### src/design/assc_defines.svh
// constants of the converter control block: offsets, fields and counts
`ifndef ASSC_DEFINES_SVH
`define ASSC_DEFINES_SVH

// ----------------------------------------------------------------
// converter timing in converter clock cycles, the prescale ratio and the full-scale code
// ----------------------------------------------------------------
`define ASSC_PRESC_DIV 4'd4
`define ASSC_FIRST_CYCLES 5'd25
`define ASSC_NORMAL_CYCLES 5'd13
`define ASSC_SAMPLE_LEFT 5'd12
`define ASSC_FULL_SCALE 10'h3ff

// ----------------------------------------------------------------
// controller register offsets (byte addresses)
// ----------------------------------------------------------------
`define ASSC_OFS_CTRL 4'h0
`define ASSC_OFS_STAT 4'h4
`define ASSC_OFS_SLEEP 4'h8

// ----------------------------------------------------------------
// control register fields
// ----------------------------------------------------------------
`define ASSC_CTRL_EN 0
`define ASSC_CTRL_START 1
`define ASSC_CTRL_FREE 2
`define ASSC_CTRL_IE 3
`define ASSC_CTRL_CHAN_LO 8
`define ASSC_CTRL_CHAN_HI 12
`define ASSC_CTRL_REF_LO 14
`define ASSC_CTRL_REF_HI 15

// ----------------------------------------------------------------
// status and sleep register fields
// ----------------------------------------------------------------
`define ASSC_STAT_DONE 0
`define ASSC_STAT_BUSY 1
`define ASSC_STAT_ASLEEP 2
`define ASSC_STAT_RES_LO 16
`define ASSC_STAT_RES_HI 25
`define ASSC_SLEEP_MODE_LO 0
`define ASSC_SLEEP_MODE_HI 2

`endif

### src/design/assc_pkg.sv
// types shared by the converter control block and its controller
package assc_pkg;

  // reference select field encoding
  typedef enum logic [1:0] {
    ASSC_REF_EXT = 2'b00,
    ASSC_REF_SUPPLY = 2'b01,
    ASSC_REF_RSVD = 2'b10,
    ASSC_REF_INT = 2'b11
  } assc_ref_e;

  // processor sleep states
  typedef enum logic [2:0] {
    ASSC_SLP_IDLE = 3'h0,
    ASSC_SLP_NOISE = 3'h1,
    ASSC_SLP_PDOWN = 3'h2,
    ASSC_SLP_PSAVE = 3'h3,
    ASSC_SLP_STBY = 3'h6,
    ASSC_SLP_XSTBY = 3'h7
  } assc_sleep_e;

  typedef enum logic [2:0] {
    ASSC_CV_IDLE = 3'b001,
    ASSC_CV_WAIT = 3'b010,
    ASSC_CV_CONV = 3'b100
  } assc_conv_e;

  typedef enum logic [2:0] {
    ASSC_CPU_RUN = 3'b001,
    ASSC_CPU_HALTING = 3'b010,
    ASSC_CPU_SLEEP = 3'b100
  } assc_cpu_e;

endpackage

### src/design/assc_link_if.sv
// link between the processor-side controller and the converter control
interface assc_link_if;
  import assc_pkg::*;

  logic converter_enable_bit;
  logic start_wr;
  logic free_running_select_bit;
  logic [4:0] chan_sel;
  logic [1:0] reference_select_field;
  logic done_clr;
  logic cpu_halted;
  logic [2:0] sleep_mode;
  logic conversion_start_bit;
  logic conversion_done_flag;
  logic busy;
  logic [9:0] result;

  modport dev (
    input converter_enable_bit,
    input start_wr,
    input free_running_select_bit,
    input chan_sel,
    input reference_select_field,
    input done_clr,
    input cpu_halted,
    input sleep_mode,
    output conversion_start_bit,
    output conversion_done_flag,
    output busy,
    output result
  );

  modport host (
    output converter_enable_bit,
    output start_wr,
    output free_running_select_bit,
    output chan_sel,
    output reference_select_field,
    output done_clr,
    output cpu_halted,
    output sleep_mode,
    input conversion_start_bit,
    input conversion_done_flag,
    input busy,
    input result
  );
endinterface

### src/design/assc_device.sv
// converter control: start, selection locking, saturation, sleep start
//
// Chosen here: the placing of the registers and register access over AHB-Lite.
`include "assc_defines.svh"

module assc_device
  import assc_pkg::*;
(
  input wire logic hclk,
  input wire logic hresetn,
  assc_link_if.dev link,
  input wire logic [10:0] ain_level,
  output logic [4:0] chan_o,
  output logic [1:0] ref_sel_o,
  output logic supply_sw_o,
  output logic bandgap_on_o,
  output logic sample_o,
  output logic converting_o
);

  // ----------------------------------------------------------------
  // functions
  // ----------------------------------------------------------------
  // anything at or above the reference reads as full scale
  function automatic logic [9:0] sat_code(input logic [10:0] lvl);
    sat_code = lvl[10] ? `ASSC_FULL_SCALE : lvl[9:0];
  endfunction

  // supply switch and bandgap amplifier from the select field
  function automatic logic [1:0] ref_drive(input logic [1:0] sel);
    case (sel)
      ASSC_REF_SUPPLY: ref_drive = 2'b10;
      ASSC_REF_INT: ref_drive = 2'b01;
      default: ref_drive = 2'b00; // external pin; reserved kept safe
    endcase
  endfunction

  // ----------------------------------------------------------------
  // declarations
  // ----------------------------------------------------------------
  assc_conv_e state_q;
  logic [3:0] presc_q;
  logic tick;
  logic [4:0] cnt_q;
  logic first_q;
  logic start_q;
  logic done_q;
  logic [9:0] result_q;
  logic [9:0] sample_q;
  logic sample_pulse_q;
  logic [4:0] chan_q;
  logic [1:0] ref_q;
  logic halted_q;
  logic locked;
  logic last_cycle;
  logic complete;
  logic sleep_mode_ok;
  logic sleep_trig;
  logic begin_conv;
  logic restart;

  // ----------------------------------------------------------------
  // converter clock prescaler
  // ----------------------------------------------------------------
  // held in reset while the converter is off, so the first converter
  // edge after enabling comes a full prescale period later
  always_ff @(posedge hclk or negedge hresetn) begin
    if (!hresetn) begin
      presc_q <= 4'h0;
    end else if (!link.converter_enable_bit || tick) begin
      presc_q <= 4'h0;
    end else begin
      presc_q <= presc_q + 4'h1;
    end
  end

  assign tick = link.converter_enable_bit &&
                (presc_q == `ASSC_PRESC_DIV - 4'h1);

  // ----------------------------------------------------------------
  // conversion sequencing
  // ----------------------------------------------------------------
  assign last_cycle = (state_q == ASSC_CV_CONV) && (cnt_q == 5'd1);
  assign complete = last_cycle && tick;
  assign begin_conv = (state_q == ASSC_CV_WAIT) && tick;
  assign restart = complete && link.free_running_select_bit && start_q;

  // sleep start only on the halt edge and only for the two quiet states
  assign sleep_mode_ok = (link.sleep_mode == ASSC_SLP_IDLE) ||
                         (link.sleep_mode == ASSC_SLP_NOISE);
  assign sleep_trig = link.cpu_halted && !halted_q && sleep_mode_ok &&
                      link.converter_enable_bit &&
                      !start_q && (state_q == ASSC_CV_IDLE);

  always_ff @(posedge hclk or negedge hresetn) begin
    if (!hresetn) begin
      halted_q <= 1'b0;
    end else begin
      halted_q <= link.cpu_halted;
    end
  end

  always_ff @(posedge hclk or negedge hresetn) begin
    if (!hresetn) begin
      state_q <= ASSC_CV_IDLE;
    end else if (!link.converter_enable_bit) begin
      state_q <= ASSC_CV_IDLE;
    end else begin
      case (state_q)
        ASSC_CV_IDLE: begin
          if (start_q) begin
            state_q <= ASSC_CV_WAIT;
          end
        end
        ASSC_CV_WAIT: begin
          if (tick) begin
            state_q <= ASSC_CV_CONV;
          end
        end
        ASSC_CV_CONV: begin
          if (complete && !restart) begin
            state_q <= ASSC_CV_IDLE;
          end
        end
        default: state_q <= ASSC_CV_IDLE;
      endcase
    end
  end

  // remaining converter cycles of the running conversion
  always_ff @(posedge hclk or negedge hresetn) begin
    if (!hresetn) begin
      cnt_q <= 5'd0;
    end else if (begin_conv) begin
      cnt_q <= first_q ? `ASSC_FIRST_CYCLES : `ASSC_NORMAL_CYCLES;
    end else if (restart) begin
      cnt_q <= `ASSC_NORMAL_CYCLES;
    end else if (tick && state_q == ASSC_CV_CONV) begin
      cnt_q <= cnt_q - 5'd1;
    end
  end

  // extended first conversion after every enable
  always_ff @(posedge hclk or negedge hresetn) begin
    if (!hresetn) begin
      first_q <= 1'b1;
    end else if (!link.converter_enable_bit) begin
      first_q <= 1'b1;
    end else if (begin_conv) begin
      first_q <= 1'b0;
    end
  end

  // ----------------------------------------------------------------
  // start bit and done flag
  // ----------------------------------------------------------------
  always_ff @(posedge hclk or negedge hresetn) begin
    if (!hresetn) begin
      start_q <= 1'b0;
    end else if (!link.converter_enable_bit) begin
      start_q <= 1'b0;
    end else if (link.start_wr || sleep_trig) begin
      start_q <= 1'b1;
    end else if (complete && !link.free_running_select_bit) begin
      start_q <= 1'b0;
    end
  end

  // completion wins over a clear in the same cycle; the request is
  // raised even if the processor already woke on something else
  always_ff @(posedge hclk or negedge hresetn) begin
    if (!hresetn) begin
      done_q <= 1'b0;
    end else if (complete) begin
      done_q <= 1'b1;
    end else if (link.done_clr) begin
      done_q <= 1'b0;
    end
  end

  // ----------------------------------------------------------------
  // sample and result
  // ----------------------------------------------------------------
  // the hold point sits eleven cycles before the end for both lengths
  always_ff @(posedge hclk or negedge hresetn) begin
    if (!hresetn) begin
      sample_q <= 10'h000;
      sample_pulse_q <= 1'b0;
    end else begin
      sample_pulse_q <= tick && state_q == ASSC_CV_CONV &&
                        cnt_q == `ASSC_SAMPLE_LEFT;
      if (tick && state_q == ASSC_CV_CONV &&
          cnt_q == `ASSC_SAMPLE_LEFT) begin
        sample_q <= sat_code(ain_level);
      end
    end
  end

  always_ff @(posedge hclk or negedge hresetn) begin
    if (!hresetn) begin
      result_q <= 10'h000;
    end else if (complete) begin
      result_q <= sample_q;
    end
  end

  // ----------------------------------------------------------------
  // channel and reference selection
  // ----------------------------------------------------------------
  // a free-running restart locks whatever was live at completion, so
  // a write after completion only reaches the conversion after that
  assign locked = (state_q == ASSC_CV_CONV) && !last_cycle;

  always_ff @(posedge hclk or negedge hresetn) begin
    if (!hresetn) begin
      chan_q <= 5'h00;
      ref_q <= 2'h0;
    end else if (link.converter_enable_bit && !locked) begin
      chan_q <= link.chan_sel;
      ref_q <= link.reference_select_field;
    end
  end

  // ----------------------------------------------------------------
  // outputs
  // ----------------------------------------------------------------
  assign link.conversion_start_bit = start_q;
  assign link.conversion_done_flag = done_q;
  assign link.busy = (state_q != ASSC_CV_IDLE);
  assign link.result = result_q;
  assign chan_o = chan_q;
  assign ref_sel_o = ref_q;
  assign supply_sw_o = ref_drive(ref_q) == 2'b10;
  assign bandgap_on_o = ref_drive(ref_q) == 2'b01;
  assign sample_o = sample_pulse_q;
  assign converting_o = (state_q == ASSC_CV_CONV);

endmodule

### src/flat_wrapper.sv
// flat-port wrapper written by rule: the top's interface ports become plain ports
module assc_device_flat import assc_pkg::*;
  (hclk, hresetn, ain_level, chan_o, ref_sel_o, supply_sw_o, bandgap_on_o, sample_o, converting_o, link_converter_enable_bit, link_start_wr, link_free_running_select_bit, link_chan_sel, link_reference_select_field, link_done_clr, link_cpu_halted, link_sleep_mode, link_conversion_start_bit, link_conversion_done_flag, link_busy, link_result);
  assc_link_if link_i ();
  input wire logic hclk;
  input wire logic hresetn;
  input wire logic [10:0] ain_level;
  output logic [4:0] chan_o;
  output logic [1:0] ref_sel_o;
  output logic supply_sw_o;
  output logic bandgap_on_o;
  output logic sample_o;
  output logic converting_o;
  input wire logic [$bits(link_i.converter_enable_bit)-1:0] link_converter_enable_bit;
  input wire logic [$bits(link_i.start_wr)-1:0] link_start_wr;
  input wire logic [$bits(link_i.free_running_select_bit)-1:0] link_free_running_select_bit;
  input wire logic [$bits(link_i.chan_sel)-1:0] link_chan_sel;
  input wire logic [$bits(link_i.reference_select_field)-1:0] link_reference_select_field;
  input wire logic [$bits(link_i.done_clr)-1:0] link_done_clr;
  input wire logic [$bits(link_i.cpu_halted)-1:0] link_cpu_halted;
  input wire logic [$bits(link_i.sleep_mode)-1:0] link_sleep_mode;
  output wire logic [$bits(link_i.conversion_start_bit)-1:0] link_conversion_start_bit;
  output wire logic [$bits(link_i.conversion_done_flag)-1:0] link_conversion_done_flag;
  output wire logic [$bits(link_i.busy)-1:0] link_busy;
  output wire logic [$bits(link_i.result)-1:0] link_result;
  assign link_i.converter_enable_bit = link_converter_enable_bit;
  assign link_i.start_wr = link_start_wr;
  assign link_i.free_running_select_bit = link_free_running_select_bit;
  assign link_i.chan_sel = link_chan_sel;
  assign link_i.reference_select_field = link_reference_select_field;
  assign link_i.done_clr = link_done_clr;
  assign link_i.cpu_halted = link_cpu_halted;
  assign link_i.sleep_mode = link_sleep_mode;
  assign link_conversion_start_bit = link_i.conversion_start_bit;
  assign link_conversion_done_flag = link_i.conversion_done_flag;
  assign link_busy = link_i.busy;
  assign link_result = link_i.result;
  assc_device u_core (.hclk(hclk), .hresetn(hresetn), .link(link_i), .ain_level(ain_level), .chan_o(chan_o), .ref_sel_o(ref_sel_o), .supply_sw_o(supply_sw_o), .bandgap_on_o(bandgap_on_o), .sample_o(sample_o), .converting_o(converting_o));
endmodule
### config.mk
export PLATFORM = sky130hd
export DESIGN_NAME = assc_device_flat
export DESIGN_NICKNAME = d
export VERILOG_FILES = /design/src/design/assc_pkg.sv /design/src/design/assc_link_if.sv /design/src/design/assc_device.sv /design/src/flat_wrapper.sv
export VERILOG_INCLUDE_DIRS = /design/src /design/src/design
export SDC_FILE = /design/constraint.sdc
export NUM_CORES = 1
export LEC_CHECK = 0
export BUFFER_PORTS_ARGS = -buffer_cell sky130_fd_sc_hd__buf_2
export CAP_MARGIN = 20
export CORE_UTILIZATION = 40
export CTS_CLUSTER_SIZE = 8
export DETAILED_ROUTE_END_ITERATION = 8
export SYNTH_ARGS = -nofsm -noshare
export SYNTH_HDL_FRONTEND = slang
export SYNTH_SLANG_ARGS = --single-unit
### constraint.sdc
create_clock -name hclk -period 2 [get_ports hclk]
set_input_delay 0 -clock hclk [delete_from_list [all_inputs] [get_ports hclk]]
set_output_delay 0 -clock hclk [all_outputs]
set_load 0.02 [all_outputs]
==> results of run 1 <==
cell usage in the layout (no fill, tap or decap), types with 6 or more instances in the layout:
cell           Yosys  routed
buf_2              1      50
clkbuf_8           0       6
dfrtp_1           42      42
dlygate4sd3_1      0      21
inv_1             17      17
mux2_2             7       7
mux2i_1           11      11
nand2_1           15      15
nor2_1            14      14
o21ai_0            9       9
routing by layer:
layer	vias to the layer above	track usage	part of all wire	routed length [um]
li1	757	-	-	-
met1	694	0.219	0.47	1870
met2	41	0.255	0.46	1860
met3	8	0.0414	0.047	189
met4	0	0.0893	0.021	84
met5	-	0	0	0
power by group through the flow:
stage / clock network [mW] / registers [mW] / logic [mW]
floorplan: 0 / 0.996 / 0.107
global placement: 0 / 0.981 / 0.213
detailed placement: 0 / 0.982 / 0.214
CTS: 0.739 / 0.964 / 0.247
global route: 0.775 / 0.971 / 0.270
finish: 0.723 / 0.964 / 0.244
registers in the layout, indices dropped and copies added (netlist names):
signal                            flops
u_core.halted_q                       1
u_core.sample_q                      10
u_core.link.conversion_done_flag      1
u_core.state_q                        3
u_core.ref_sel_o                      2
u_core.sample_o                       1
u_core.link.result                   10
u_core.first_q                        1
u_core.presc_q                        4
u_core.cnt_q                          5
u_core.link.conversion_start_bit      1
u_core.chan_o                         5
critical path, stage by stage (launching register included):
cell and delay [ns]:
dfrtp_1 0.38, ha_1 0.20, nor3b_2 0.21, buf_4 0.18
nand3_4 0.08, nor2_4 0.39, mux2i_1 0.24
repair_timing:
action,CTS,global route
gates resized for setup,0,0
endpoints found under the hold margin,62,0
hold buffers,21,0
path summary, 6_finish.rpt:
path	cells past startpoint	slack [ns]	end	startpoint
min	2	0.05	u_core.first_q$_DFFE_PN1P_	link_converter_enable_bit
max reg2reg	6	0.25	u_core.sample_q[5]$_DFFE_PN0P_	u_core.presc_q[0]$_DFF_PN0_
max	6	0.25	u_core.sample_q[5]$_DFFE_PN0P_	u_core.presc_q[0]$_DFF_PN0_
max in group asynchronous	3	1.32	u_core.first_q$_DFFE_PN1P_	hresetn
min reg2reg	1	0.47	u_core.presc_q[0]$_DFF_PN0_	u_core.presc_q[0]$_DFF_PN0_
min in group asynchronous	3	0.30	u_core.cnt_q[0]$_DFFE_PN0P_	hresetn
cell families after synthesis:
| group | synth area share |
|---|---|
| buf+inv | 0.0505 |
| flops | 0.550 |
| xor+xnor | 0.00872 |
| mux | 0.0941 |
| simple gates | 0.177 |
| fa+ha+maj | 0.0249 |
| compound gates | 0.0953 |
stage by stage:
step	hold WS, ns	total power, mW	area (sq um)
2_1_floorplan	-0.296	1.10	2010
3_3_place_gp	0.118	1.19	2330
3_5_place_dp	0.112	1.20	2330
4_1_cts	0.0468	1.95	2660
5_1_grt	0.0754	2.02	2660
6_report	0.0534	1.93	2660
cell type report:
| class | count | area (sq um) |
|---|---|---|
| fill | 416 | 2120 |
| multi-input combinational | 111 | 803 |
| tap | 67 | 83.8 |
| timing repair buffer | 74 | 483 |
| clock buffer | 6 | 82.6 |
| sequential | 44 | 1100 |
| clock inverter | 2 | 38.8 |
| inverter | 18 | 68.8 |
==> impl_metrics.json, run 1 <==
{
  "slew_violations": 0,
  "layout_setup_ws_ns": 0.250,
  "hold_class": "in2reg",
  "status": "completed",
  "fp.dieH_um": 72.9,
  "hold_viol_final": 0,
  "ys_warn_count": 0,
  "overflow": 0,
  "required_ns": 2.23,
  "grt_pass1_wl_um": 6580,
  "finalCriticalPeriod_ns": 1.75,
  "leakage_nw": 1.30,
  "antenna_found_initial": 0,
  "drive_gt1_frac": 0.322,
  "gp_congestion": 0.767,
  "syn_nets": 210,
  "post_cts_buffers": 0,
  "numPortBuffers": 50,
  "wl_um": 4010,
  "synth-seq-cells": 44,
  "synth_most_common_cell": "dfrtp_1",
  "power_density_nw_per_um2": 725,
  "finalSetupTns_ns": 0,
  "io_pins": 52,
  "n_antenna_cell": 0,
  "core_sq_um": 4790,
  "synth_edf_count": 0,
  "floorplan.initialDensity": 0.420,
  "dieWidth_um": 72.9,
  "comb_power_share": 0.126,
  "synth_area_leaders": "dfrtp_1 52%, mux2i_1 5.5%, mux2_2 3.9%, inv_1 3.2%, nand2_1 2.8%",
  "clockPowerShare": 0.374,
  "p_seq_frac": 0.499,
  "clock-sinks": 44,
  "pre_cts_slack_ns": 0.233,
  "gr-usage-all-layers": 0.167,
  "synth_area_leader_cell": "dfrtp_1",
  "num_rows": 25,
  "ir_worst_vdd_uv": 482,
  "dp_hpwl_um": 2620,
  "drv_cap": 0,
  "timing.final.crit_share": 0.875,
  "seq_area_frac_synth": 0.550,
  "via_per_inst": 4.66,
  "path_class": "reg2reg",
  "wl_per_cell_um": 12.4,
  "dp_cells": 293,
  "synthFlopType": "dfrtp_1",
  "grt_pass1_vias": 1412,
  "yosys-top-cells-count": "42 x dfrtp_1, 17 x inv_1, 15 x nand2_1",
  "cts_tree": "done",
  "cts_max_path_buffers": 2,
  "vias": 1500,
  "swShare": 0.246,
  "root_buffer": "clkbuf_8",
  "path_clk_slew_ns": 0.08,
  "grt_start_max_net_pins": 45,
  "clock_latency_ns": 0.30,
  "htree_levels": 2,
  "first_pass_iters": 4,
  "fin_worst_skew_ns": 0.00997,
  "drc": 0,
  "ant_nets": 0,
  "slew_headroom": 0.639,
  "synth_top_area_share": 0.523,
  "finalSetupViolations": 0,
  "fin_nets": 286,
  "synthCells": 178,
  "worst_setup_path_start_kind": "register",
  "power.switching_mw": 0.475,
  "fmax_ghz": 0.571,
  "cts_made_buffers": 5,
  "drt-initial-drc-count": 42,
  "crit_path_end_kind": "register",
  "postSynthAreaPerCell_sq_um": 11.3,
  "synthArstFlopShare": 1.00,
  "crit_path_max_fanout": 11,
  "synth.distinct_cells": 48,
  "synthToLayoutAreaGrowth_pct": 32.6,
  "instances_no_fill": 322,
  "utilization": 0.557,
  "worstMarginPinSlew_ns": 0.541,
  "arrival_ns": 1.98,
  "die_area_sq_um": 5310,
  "synth_area_sq_um": 2010,
  "grt_setup_unrepaired": "no",
  "intPower_mw": 1.46
}
No activity file was read; power rests on OpenSTA's default activity.
==> run 2, diff against run 1 <==
- ABC_AREA: not set -> 1
==> run 2 against run 1 <==
Effect of this change:
- clock-buffer cell count grew 2
- critical endpoint is now u_core.link.result[3]$_DFFE_PN0P_
- largest power group unchanged
- non-clock buffer count grew 1
- clock power shrank 23%
- setup slack gained 0.13 ns
- synthesized area grew 0.93%
- wire length grew 0.57%
- global-route usage grew 0.22 points
- sequential power grew 8%
- first-iteration DRC count grew 81%
==> impl_metrics.json, run 2 <==
{
  "r2r_start": "u_core.cnt_q[1]$_DFFE_PN0P_",
  "synthToLayoutAreaGrowth_pct": 31.0,
  "root_buffer": "clkbuf_8",
  "r2r_slack_ns": 0.38,
  "grt_setup_unrepaired": "no",
  "gr-usage-all-layers": 0.169,
  "drt-initial-drc-count": 76,
  "slew_headroom": 0.593,
  "dieWidth_um": 73.2,
  "wl_um": 4030,
  "hold_class": "in2reg",
  "seq_area_frac_synth": 0.544,
  "synthFlopType": "dfrtp_1",
  "power_density_nw_per_um2": 778,
  "crit_path_end_kind": "register",
  "fin_worst_skew_ns": 0.00789,
  "grt_start_max_net_pins": 30,
  "ir_worst_vdd_uv": 473,
  "ant_nets": 0,
  "yosys-top-cells-count": "63 x nand2_1, 42 x dfrtp_1, 32 x nor2_1",
  "final_common_cell": "nand2_1",
  "arrival_ns": 1.79,
  "core_sq_um": 4790,
  "synth_edf_count": 0,
  "dp_hpwl_um": 2880,
  "endpoint": "u_core.link.result[3]$_DFFE_PN0P_",
  "io_pins": 52,
  "finalSetupViolations": 0,
  "clock-sinks": 44,
  "path_class": "reg2reg",
  "worst_setup_path_start_kind": "register",
  "postSynthAreaPerCell_sq_um": 8.59,
  "leakage_nw": 1.46,
  "path_clk_slew_ns": 0.08,
  "fp.dieH_um": 73.2,
  "cts_made_buffers": 5,
  "grt_pass1_vias": 1593,
  "die_area_sq_um": 5360,
  "placed_area_sq_um": 2350,
  "layout_setup_ws_ns": 0.383,
  "timing.final.crit_share": 0.809,
  "synth_area_sq_um": 2030,
  "drv_cap": 0,
  "dp_cells": 350,
  "required_ns": 2.18,
  "crit_start": "u_core.cnt_q[1]$_DFFE_PN0P_",
  "synth_area_leader_cell": "dfrtp_1",
  "hold_viol_final": 0,
  "synth_most_common_cell": "nand2_1",
  "stdcell_area_sq_um": 2660,
  "fin_nets": 343,
  "crit_path_max_fanout": 11,
  "r2r_end": "u_core.link.result[3]$_DFFE_PN0P_",
  "n_antenna_cell": 0,
  "via_per_inst": 4.47,
  "worstMarginPinSlew_ns": 0.611,
  "num_rows": 25,
  "instances_no_fill": 379,
  "cts_max_path_buffers": 2,
  "gp_congestion": 0.788,
  "reg2reg_depth": 7,
  "fmax_ghz": 0.618,
  "synth.distinct_cells": 27,
  "clock_latency_ns": 0.29,
  "numPortBuffers": 50,
  "status": "completed",
  "pre_cts_slack_ns": 0.381,
  "htree_levels": 2,
  "syn_nets": 268,
  "first_pass_iters": 4,
  "antenna_found_initial": 0,
  "floorplan.initialDensity": 0.424,
  "synth-seq-cells": 44,
  "power_mw": 2.07,
  "finalSetupTns_ns": 0,
  "drive_gt1_frac": 0.240,
  "synth_top_area_share": 0.519,
  "slew_violations": 0,
  "post_cts_buffers": 0,
  "wl_per_cell_um": 10.6,
  "overflow": 0,
  "synth_area_leaders": "dfrtp_1 52%, nand2_1 12%, nor2_1 5.9%, nand3_1 5.2%, inv_1 4.4%",
  "finalCriticalPeriod_ns": 1.62,
  "synthArstFlopShare": 1.00,
  "cts_tree": "done",
  "final_cell_mix": "63 x nand2_1, 50 x buf_2, 42 x dfrtp_1, 32 x nor2_1, 24 x inv_1",
  "grt_pass1_wl_um": 6820,
  "vias": 1696,
  "drc": 0,
  "synthCells": 236,
  "ys_warn_count": 0
}
run 2: cell type report:
cell class	count	area [sq um]
Clock buffer	8	90.1
Fill cell	476	2130
Inverter	25	93.8
Multi-Input combinational cell	160	793
Sequential cell	44	1100
Tap cell	67	83.8
Timing Repair Buffer	75	490
run 2: worst min path at each step:
stage	startpoint	to	slack (ns)	cells after the start
2_1_floorplan	hresetn	u_core.chan_o[0]$_DFFE_PN0P_	-0.30	0
3_3_place_gp	hresetn	u_core.link.conversion_done_flag$_DFFE_PN0P_	0.06	1
3_5_place_dp	hresetn	u_core.link.conversion_done_flag$_DFFE_PN0P_	0.05	1
4_1_cts	link_converter_enable_bit	u_core.state_q[0]$_DFFE_PN1P_	0.05	3
5_1_grt	link_converter_enable_bit	u_core.state_q[0]$_DFFE_PN1P_	0.08	3
6_report	link_converter_enable_bit	u_core.state_q[0]$_DFFE_PN1P_	0.06	3
run 2: worst max-delay path: stages, from the launching register on:
cell and delay, ns:
dfrtp_1 0.38, inv_1 0.12, ha_1 0.18, nand2_2 0.07, nor2_4 0.24, nand2_1 0.31
nand2_1 0.15, nand2_1 0.06
run 2: what timing repair did:
item | in CTS | in global routing
endpoints found under the hold margin | 46 | 0
resized for setup | 0 | 0
hold buffers | 21 | 0
run 2: through the flow:
stage	utilization	hold slack (ns)
2_1_floorplan	-	-0.296
3_3_place_gp	0.492	0.0553
3_5_place_dp	0.492	0.0520
4_1_cts	0.555	0.0493
5_1_grt	0.555	0.0757
6_report	0.555	0.0557
run 2: cells by family after synthesis:
| group | after synthesis | synth area share |
|---|---|---|
| AND/OR/NAND/NOR | 130 | 0.290 |
| adder cells (fa/ha/maj) | 4 | 0.0247 |
| AO/OA/AOI/OAI | 23 | 0.0642 |
| flip-flops | 44 | 0.544 |
| XOR/XNOR | 3 | 0.0130 |
| buffers and inverters | 32 | 0.0642 |
run 2: report_power, final:
group / total [mW] / internal (mW) / switching, mW
clock: 0.558 / 0.282 / 0.277
combinational: 0.469 / 0.198 / 0.271
sequential: 1.04 / 0.973 / 0.0640
run 2: metal layers:
| metal | global-route usage | wire, um | vias to the layer above |
|---|---|---|---|
| met5 | 0 | 0 | - |
| met4 | 0.0588 | 61 | 0 |
| met3 | 0.0442 | 155 | 6 |
| met2 | 0.275 | 1870 | 32 |
| met1 | 0.218 | 1940 | 772 |
| li1 | - | - | 886 |
